**src/ssp_pkg.sv**
```systemverilog
// Purpose: shared constants and carriers for the simple serial port
// Assumes: 8-bit registers on a plain strobe bus, one clock (mclk)
// Notes: offsets are byte addresses in the processor map
package ssp_pkg;

  localparam int SSP_ADDR_W = 16;
  localparam int SSP_DATA_W = 8;
  localparam int SSP_BITS = 8;
  localparam int SSP_CNT_W = 3;

  // register offsets
  localparam logic [SSP_ADDR_W-1:0] SSP_OFS_CONTROL = 16'h000a;
  localparam logic [SSP_ADDR_W-1:0] SSP_OFS_STATUS = 16'h000b;
  localparam logic [SSP_ADDR_W-1:0] SSP_OFS_DATA = 16'h000c;

  // control field positions
  localparam int SSP_CTL_IRQ_EN = 7;
  localparam int SSP_CTL_PORT_EN = 6;
  localparam int SSP_CTL_ORDER = 5;
  localparam int SSP_CTL_MASTER = 4;
  localparam int SSP_CTL_RATE = 0;

  // status field positions
  localparam int SSP_STS_DONE = 7;
  localparam int SSP_STS_COL = 6;

  // reset values
  localparam logic [SSP_DATA_W-1:0] SSP_CONTROL_RST = 8'h00;
  localparam logic [SSP_DATA_W-1:0] SSP_ZERO_BYTE = 8'h00;

  // port c pin positions
  localparam int SSP_PIN_IN = 0;
  localparam int SSP_PIN_OUT = 1;
  localparam int SSP_PIN_CLK = 2;

  // master bit-rate dividers of mclk
  localparam int SSP_DIV_FAST = 2;
  localparam int SSP_DIV_SLOW = 16;

  // register bus request
  typedef struct packed {
    logic [SSP_ADDR_W-1:0] addr;
    logic [SSP_DATA_W-1:0] wdata;
    logic wr;
    logic rd;
  } ssp_bus_req_t;

  // drive for the three port c pins; the block enables only out and clk
  typedef struct packed {
    logic [2:0] out;
    logic [2:0] oe;
  } ssp_pin_drv_t;

endpackage

```
**src/ssp_top.sv**
```systemverilog
// Purpose: three-wire synchronous serial port, master or slave, one byte
// Assumes: mclk is the processor clock; port c glue outside honours pin_owned
// Notes: shift data register has no reset and holds the received byte
`timescale 1ns/100ps
`default_nettype none

module ssp_top
  import ssp_pkg::*;
#(
  parameter int FAST_DIV = SSP_DIV_FAST,
  parameter int SLOW_DIV = SSP_DIV_SLOW
)
(
  // clock and reset
  input wire logic mclk,
  input wire logic rst_n,
  // register bus
  input wire ssp_bus_req_t bus_req,
  output logic [SSP_DATA_W-1:0] bus_rdata,
  // processor status
  input wire logic cpu_irq_mask,
  input wire logic stop_mode,
  output logic irq_req,
  // port c glue
  input wire logic [2:0] port_c_direction,
  input wire logic [2:0] port_c_latch,
  output logic [2:0] pin_owned,
  output logic [2:0] port_c_rdata,
  // port c pins
  input wire logic [2:0] pin_in,
  output ssp_pin_drv_t pin_drv
);

  // elaboration checks
  initial
  begin
    if (FAST_DIV < 2 || FAST_DIV % 2 != 0 || FAST_DIV > 2 * (1 << SSP_CNT_W))
      $error("FAST_DIV must be even and 2..16");
    if (SLOW_DIV < 2 || SLOW_DIV % 2 != 0 || SLOW_DIV > 2 * (1 << SSP_CNT_W))
      $error("SLOW_DIV must be even and 2..16");
  end

  localparam logic [SSP_CNT_W-1:0] HALF_FAST = SSP_CNT_W'(FAST_DIV / 2 - 1);
  localparam logic [SSP_CNT_W-1:0] HALF_SLOW = SSP_CNT_W'(SLOW_DIV / 2 - 1);
  localparam logic [SSP_CNT_W-1:0] CNT_LAST = {SSP_CNT_W{1'b1}};

  // bit leaving the register, chosen by order
  function automatic logic out_bit(input logic [SSP_BITS-1:0] v, input logic lsb_first);
    out_bit = lsb_first ? v[0] : v[SSP_BITS-1];
  endfunction

  // shift one step and insert the received bit at the far end
  function automatic logic [SSP_BITS-1:0] shift_in(input logic [SSP_BITS-1:0] v,
                                                   input logic lsb_first, input logic b);
    shift_in = lsb_first ? {b, v[SSP_BITS-1:1]} : {v[SSP_BITS-2:0], b};
  endfunction

  // register state
  logic [SSP_DATA_W-1:0] control_ff;
  logic done_ff;
  logic col_ff;
  logic armed_ff;
  logic busy_ff;
  logic [SSP_CNT_W-1:0] bit_cnt_ff;
  logic [SSP_CNT_W-1:0] div_cnt_ff;
  logic sck_ff;
  logic sdo_ff;
  logic [SSP_BITS-1:0] shreg_ff;
  logic [SSP_DATA_W-1:0] rdata_ff;
  logic [2:0] port_rd_ff;

  // pin synchronisers and filtered levels
  logic [2:0] sync1_ff;
  logic [2:0] sync2_ff;
  logic [2:0] sync3_ff;
  logic [2:0] pin_lvl_ff;
  logic sck_prev_ff;

  // control fields
  logic irq_en;
  logic port_en;
  logic lsb_first;
  logic master;
  logic rate_slow;
  assign irq_en = control_ff[SSP_CTL_IRQ_EN];
  assign port_en = control_ff[SSP_CTL_PORT_EN];
  assign lsb_first = control_ff[SSP_CTL_ORDER];
  assign master = control_ff[SSP_CTL_MASTER];
  assign rate_slow = control_ff[SSP_CTL_RATE];

  // address decode
  logic hit_ctl;
  logic hit_sts;
  logic hit_dat;
  assign hit_ctl = bus_req.addr == SSP_OFS_CONTROL;
  assign hit_sts = bus_req.addr == SSP_OFS_STATUS;
  assign hit_dat = bus_req.addr == SSP_OFS_DATA;

  logic dat_access;
  logic dat_wr_ok;
  logic clear_flags;
  logic collide;
  assign dat_access = hit_dat && (bus_req.wr || bus_req.rd);
  assign collide = port_en && busy_ff && dat_access;
  assign clear_flags = port_en && armed_ff && done_ff && dat_access;
  // writes held off while done unarmed
  assign dat_wr_ok = hit_dat && bus_req.wr && !(port_en && (busy_ff || (done_ff && !armed_ff)));

  logic start;
  assign start = dat_wr_ok && port_en && master;

  // master clock generator events
  logic [SSP_CNT_W-1:0] half_lim;
  logic m_tick;
  assign half_lim = rate_slow ? HALF_SLOW : HALF_FAST;
  assign m_tick = port_en && master && busy_ff && (div_cnt_ff == half_lim);

  // slave edges from the filtered clock pin
  logic s_fall;
  logic s_rise;
  assign s_fall = sck_prev_ff && !pin_lvl_ff[SSP_PIN_CLK];
  assign s_rise = !sck_prev_ff && pin_lvl_ff[SSP_PIN_CLK];

  logic fall_ev;
  logic rise_ev;
  assign fall_ev = port_en && !done_ff && (master ? (m_tick && sck_ff) : s_fall);
  assign rise_ev = port_en && !done_ff && (master ? (m_tick && !sck_ff) : (s_rise && busy_ff));

  logic last_rise;
  assign last_rise = rise_ev && (bit_cnt_ff == CNT_LAST);

  // three-stage sync; a change counts once stages two and three agree
  always_ff @(posedge mclk)
  begin
    if (!rst_n)
    begin
      sync1_ff <= 3'h7;
      sync2_ff <= 3'h7;
      sync3_ff <= 3'h7;
      pin_lvl_ff <= 3'h7;
      sck_prev_ff <= 1'b1;
    end
    else
    begin
      sync1_ff <= pin_in;
      sync2_ff <= sync1_ff;
      sync3_ff <= sync2_ff;
      for (int i = 0; i < 3; i++)
      begin
        if (sync2_ff[i] == sync3_ff[i])
          pin_lvl_ff[i] <= sync3_ff[i];
      end
      sck_prev_ff <= pin_lvl_ff[SSP_PIN_CLK];
    end
  end

  // control register; disabling the port is a write here
  always_ff @(posedge mclk)
  begin
    if (!rst_n)
      control_ff <= SSP_CONTROL_RST;
    else if (hit_ctl && bus_req.wr)
      control_ff <= bus_req.wdata;
  end

  // transfer busy, bit counter and clock divider
  always_ff @(posedge mclk)
  begin
    if (!rst_n || !port_en)
    begin
      busy_ff <= 1'b0;
      bit_cnt_ff <= SSP_CNT_W'(0);
      div_cnt_ff <= SSP_CNT_W'(0);
      sck_ff <= 1'b1;
    end
    else
    begin
      if (start)
      begin
        busy_ff <= 1'b1;
        div_cnt_ff <= SSP_CNT_W'(0);
      end
      else if (m_tick)
        div_cnt_ff <= SSP_CNT_W'(0);
      else if (master && busy_ff)
        div_cnt_ff <= div_cnt_ff + SSP_CNT_W'(1);
      // slave transfer begins on the first falling pulse
      if (!master && fall_ev)
        busy_ff <= 1'b1;
      if (last_rise)
        busy_ff <= 1'b0;
      if (m_tick && !last_rise)
        sck_ff <= !sck_ff;
      else if (last_rise)
        sck_ff <= 1'b1;
      if (rise_ev)
        bit_cnt_ff <= bit_cnt_ff + SSP_CNT_W'(1);
    end
  end

  // shift register; no reset, contents start undefined
  always_ff @(posedge mclk)
  begin
    if (dat_wr_ok)
      shreg_ff <= bus_req.wdata;
    else if (rise_ev)
      shreg_ff <= shift_in(shreg_ff, lsb_first, pin_lvl_ff[SSP_PIN_IN]);
  end

  // serial data out changes only on a falling clock
  always_ff @(posedge mclk)
  begin
    if (!rst_n || !port_en)
      sdo_ff <= 1'b1;
    else if (fall_ev)
      sdo_ff <= out_bit(shreg_ff, lsb_first);
  end

  // done and collision flags; a set beats a same-cycle clear
  always_ff @(posedge mclk)
  begin
    if (!rst_n || !port_en)
    begin
      done_ff <= 1'b0;
      col_ff <= 1'b0;
    end
    else
    begin
      if (last_rise)
        done_ff <= 1'b1;
      else if (clear_flags)
        done_ff <= 1'b0;
      if (collide)
        col_ff <= 1'b1;
      else if (clear_flags)
        col_ff <= 1'b0;
    end
  end

  // status-read arming for the clear sequence
  always_ff @(posedge mclk)
  begin
    if (!rst_n || !port_en)
      armed_ff <= 1'b0;
    else if (hit_sts && bus_req.rd && done_ff)
      armed_ff <= 1'b1;
    else if (dat_access || !done_ff)
      armed_ff <= 1'b0;
  end

  // register read data, valid the cycle after the strobe
  always_ff @(posedge mclk)
  begin
    if (!rst_n)
      rdata_ff <= SSP_ZERO_BYTE;
    else if (bus_req.rd)
    begin
      rdata_ff <= SSP_ZERO_BYTE;
      if (hit_ctl)
        rdata_ff <= control_ff & 8'hf1;
      else if (hit_sts)
      begin
        rdata_ff[SSP_STS_DONE] <= done_ff;
        rdata_ff[SSP_STS_COL] <= col_ff;
      end
      // busy reads return the moving register, which is unreliable
      else if (hit_dat)
        rdata_ff <= shreg_ff;
    end
  end

  // port c readback while the port owns the pins
  always_ff @(posedge mclk)
  begin
    if (!rst_n)
      port_rd_ff <= 3'h0;
    else
      for (int i = 0; i < 3; i++)
        port_rd_ff[i] <= port_c_direction[i] ? port_c_latch[i] : pin_lvl_ff[i];
  end

  // pin ownership and drive; direction bits ignored while enabled
  always_comb
  begin
    pin_owned = {3{port_en}};
    pin_drv.out = 3'h0;
    pin_drv.oe = 3'h0;
    pin_drv.out[SSP_PIN_OUT] = sdo_ff;
    pin_drv.oe[SSP_PIN_OUT] = port_en;
    pin_drv.out[SSP_PIN_CLK] = sck_ff;
    pin_drv.oe[SSP_PIN_CLK] = port_en && master;
  end

  assign irq_req = done_ff && irq_en && !cpu_irq_mask && (!stop_mode || !master);

  assign bus_rdata = rdata_ff;
  assign port_c_rdata = port_rd_ff;

endmodule

`default_nettype wire

```
**config.mk**
```make
export PLATFORM = sky130hd
export DESIGN_NAME = ssp_top
export DESIGN_NICKNAME = d
export VERILOG_FILES = /design/src/ssp_pkg.sv /design/src/ssp_top.sv
export SDC_FILE = /design/constraint.sdc
export NUM_CORES = 1
export LEC_CHECK = 0
export BUFFER_PORTS_ARGS = -buffer_cell sky130_fd_sc_hd__buf_4
export CAP_MARGIN = 20
export CORE_ASPECT_RATIO = 0.8
export CORE_MARGIN = 1
export CORE_UTILIZATION = 30
export DETAILED_ROUTE_END_ITERATION = 6
export MAX_ROUTING_LAYER = met4
export PLACE_DENSITY = 0.55
export SLEW_MARGIN = 10
export SYNTH_ARGS = -nofsm -noshare
export SYNTH_HDL_FRONTEND = slang
export SYNTH_SLANG_ARGS = --single-unit
```
**constraint.sdc**
```tcl
create_clock -name mclk -period 4.6 [get_ports mclk]
set_clock_uncertainty 0.1 [all_clocks]
set_input_delay 0.92 -clock mclk [delete_from_list [all_inputs] [get_ports mclk]]
set_output_delay 0.92 -clock mclk [all_outputs]
set_load 0.1 [all_outputs]
```
==> summary.md <==
| Metric | Value |
|---|---|
| Worst path slowest cell | `or4_4` |
| Setup_tns | `0 ns` |
| Grt met2 use | `23.9%` |
| Status | `finished clean` |
| Vias per std cell | `4.79` |
| Largest family of logic cells by synthesized area | `simple AND/OR/NAND/NOR gates` |
| Worst-Margin Slew | `0.510 ns` |
| Mapped cell area | `0.00237 mm2` |
| Worst Path Required | `4.46 ns` |
| GR Overflow Total | `0` |
| Final period util | `62.8%` |
| XOR/XNOR share of the synthesized area | `1.11%` |
| CTS Sinks | `49` |
| Starting density of the core | `31.5%` |
| Synth async-reset ratio | `0%` |
| CTS Buf Count | `5` |
| M3 GR Usage | `3.74%` |
| CP cell instances | `buf_4 -> or4_4 -> nor4_4 -> buf_4 -> nand4_4 -> nand3_1` |
| Max cap viols | `0` |
| ANT cells | `0` |
| Skew-Pair Late Insertion Delay | `0.30 ns` |
| Setup CP Type | `input pin to flip-flop` |
| Synth Area in Simple Gates | `23.3%` |
| Most used cell along the critical path | `buf_4` |
| Ports | `60` |
| Number of filler cells placed in the layout | `768` |
| Drt wl/cell | `13.8 um` |
| GPL Wtd Cong | `0.756` |
| Fin worst setup slack | `1.71 ns` |
| Worst Path Max Fanout | `18` |
| Hold Buf Count CTS | `0` |
| Post-synthesis compound-gate area fraction | `12.6%` |
| Final ANT Viol Nets | `0` |
| Sum of buffers and inverters on the critical path | `2` |
| Max_slew headroom | `65.7%` |
| Slowest cell delay on critical path | `0.54 ns` |
| Synth area leader | `dfxtp_1` |
| Synth Area in Adders | `1.58%` |
| Syn Inst Count | `242` |
| Pwr Density | `287 mW/mm2` |
| Worst path top cell family by delay | `simple AND/OR/NAND/NOR gates` |
| Leakage power | `0.00115 uW` |
| Worst-path clk slew | `0.09 ns` |
| RSZ-0062 raised after global routing | `false` |
| Synth top area share | `34.6%` |
| Worst slack, placed | `1.37 ns` |
| Root Buffer | `clkbuf_8` |
| Iter 0 DRT Violations | `74` |
| H-tree levels | `2` |
| Antenna violations before repair | `0` |
| CP Launch Type | `input pin` |
| Nets | `330` |
| Multiplexer area fraction after synthesis | `11.8%` |
| Syn Area/Cell | `9.81 um2` |
| FMAX | `0.346 GHz` |
| Post-DP HPWL | `4000 um` |
| Clock Tree Buf Depth | `2` |
| Layout cell share with drive strength beyond 1 | `30.4%` |
| Drc violations | `0` |
| Post-synthesis sequential area ratio | `44.7%` |
| First-pass GRT wire length | `8980 um` |
| Layout area overhead | `24.6%` |
| Routing usage on met1 | `17.5%` |
| GRT busiest layer | `met2` |
| Post-synth top flop | `dfxtp_1` |
| # rows | `28` |
| Die Span X | `101 um` |
| Yosys reg bits | `49` |
| Gr usage total | `14.6%` |
| Die area | `0.00828 mm2` |
| Die Height | `81.6 um` |
| Count leader, synth | `dfxtp_1` |
| Peak supply drop | `0.103 mV` |
| Cts repair resizes | `0` |
| Number of flops mapped to enable cells by yosys | `8` |
| Via count | `1,886` |
| Hold Fails Final Rpt | `0` |
| Synth Warn # | `0` |
| CORE AREA | `0.00753 mm2` |
| Crit. End Element | `flip-flop` |
| I/O Buffers | `57` |
| Min-delay worst type | `flip-flop to flip-flop` |
| Post-layout minimum cycle time | `2.89 ns` |
| Initial DRT Pass Iterations | `4` |
| # setup viols final | `0` |
| Max-slew violation count | `0` |
| Number of distinct library cells after synthesis | `46` |
| Setup Fix Bufs, Post-CTS | `0` |
| CTS tree | `yes` |
| Routed WL | `5430 um` |
| Largest net degree at the start of global routing | `37` |
| Top post-synthesis cells by count | `41 x dfxtp_1, 18 x nand2_1, 16 x mux2_2` |
| Critical Path AT | `2.75 ns` |
| Vias in the first global route | `1,889` |
| Synth top area cells | `dfxtp_1 35%, edfxtp_1 10%, mux2_2 7.6%, mux2i_1 4.2%, nand2b_1 3.7%` |
[stage by stage]
| stage | cells | cell area (um2) | power (uW) | utilization (%) | hold slack, ns |
|---|---|---|---|---|---|
| 6_report | 394 | 2960 | 851 | 39.3 | 0.311 |
| 4_1_cts | 394 | 2960 | 862 | 39.3 | 0.314 |
| 5_1_grt | 394 | 2960 | 884 | 39.3 | 0.330 |
| 2_1_floorplan | 243 | 2380 | 504 | - | 0.286 |
| 3_5_place_dp | 386 | 2840 | 538 | 37.7 | 0.292 |
| 3_3_place_gp | 386 | 2840 | 538 | 37.7 | 0.292 |
[worst register-to-register path: stages, from the launching register on]
cell,delay (ns)
dfxtp_1,0.40
nor2b_1,0.16
o21ai_0,0.42
nand4_4,0.30
nand3_1,0.40
[power breakdown]
group,switching [uW],internal (uW),leakage [uW],total [uW]
combinational,51.6,33.9,0.000688,85.5
sequential,2.29,440,0.000408,442
clock,146,177,0.0000585,323
[layer usage]
| layer | part of all wire, % | wire [um] |
|---|---|---|
| met1 | 48 | 2630 |
| met2 | 44 | 2390 |
| met3 | 6.6 | 357 |
| met4 | 0.98 | 53 |
| met5 | 0 | 0 |
[state kept, by name, indices dropped and copies added (netlist names)]
signal,cells
bus_rdata,8
sdo_ff,1
col_ff,1
armed_ff,1
done_ff,1
sck_ff,1
bit_cnt_ff,3
port_c_rdata,3
sck_prev_ff,1
sync1_ff,3
div_cnt_ff,3
sync2_ff,3
shreg_ff,8
control_ff,5
sync3_ff,3
pin_lvl_ff,3
busy_ff,1
[final timing paths]
kind	to	start	cells after the start	slack, ns
max	shreg_ff[6]	bus_req[15]	6	1.71
min	sync2_ff[2]	sync1_ff[2]	1	0.31
max reg2reg	shreg_ff[6]	done_ff	4	2.47
min reg2reg	sync2_ff[2]	sync1_ff[2]	1	0.31
[final cells by class]
cell class	count	area [um2]	area share, %
Clock buffer	7	86.3	2.92
Sequential cell	49	1060	35.9
Multi-Input combinational cell	172	1200	40.7
Tap cell	105	131	4.44
Clock inverter	1	30.0	1.01
Timing Repair Buffer	59	443	15.0
Inverter	1	3.75	0.127
[layout by cell type, fill, tap and decap left out, types with 3 or more instances in the layout]
| cell type | count |
|---|---|
| buf_4 | 59 |
| dfxtp_1 | 41 |
| nand2_1 | 18 |
| mux2_2 | 16 |
| o21ai_0 | 15 |
| nand2b_1 | 14 |
| nand3_1 | 10 |
| mux2i_1 | 10 |
| nor2b_1 | 9 |
| a21oi_1 | 9 |
| edfxtp_1 | 8 |
| nand4_1 | 6 |
| nor2_1 | 6 |
| clkbuf_8 | 6 |
| and2_1 | 5 |
| a21boi_0 | 5 |
| nor3_1 | 5 |
| a211oi_1 | 4 |
| a31oi_1 | 4 |
| o2111ai_1 | 4 |
| ha_1 | 3 |
[cell families after synthesis]
family / after synthesis
compound gates: 47
xor+xnor: 3
fa+ha+maj: 3
buf+inv: 22
flops: 49
mux: 26
other cells: 1
simple gates: 91
(Power assumes the default switching activity.)
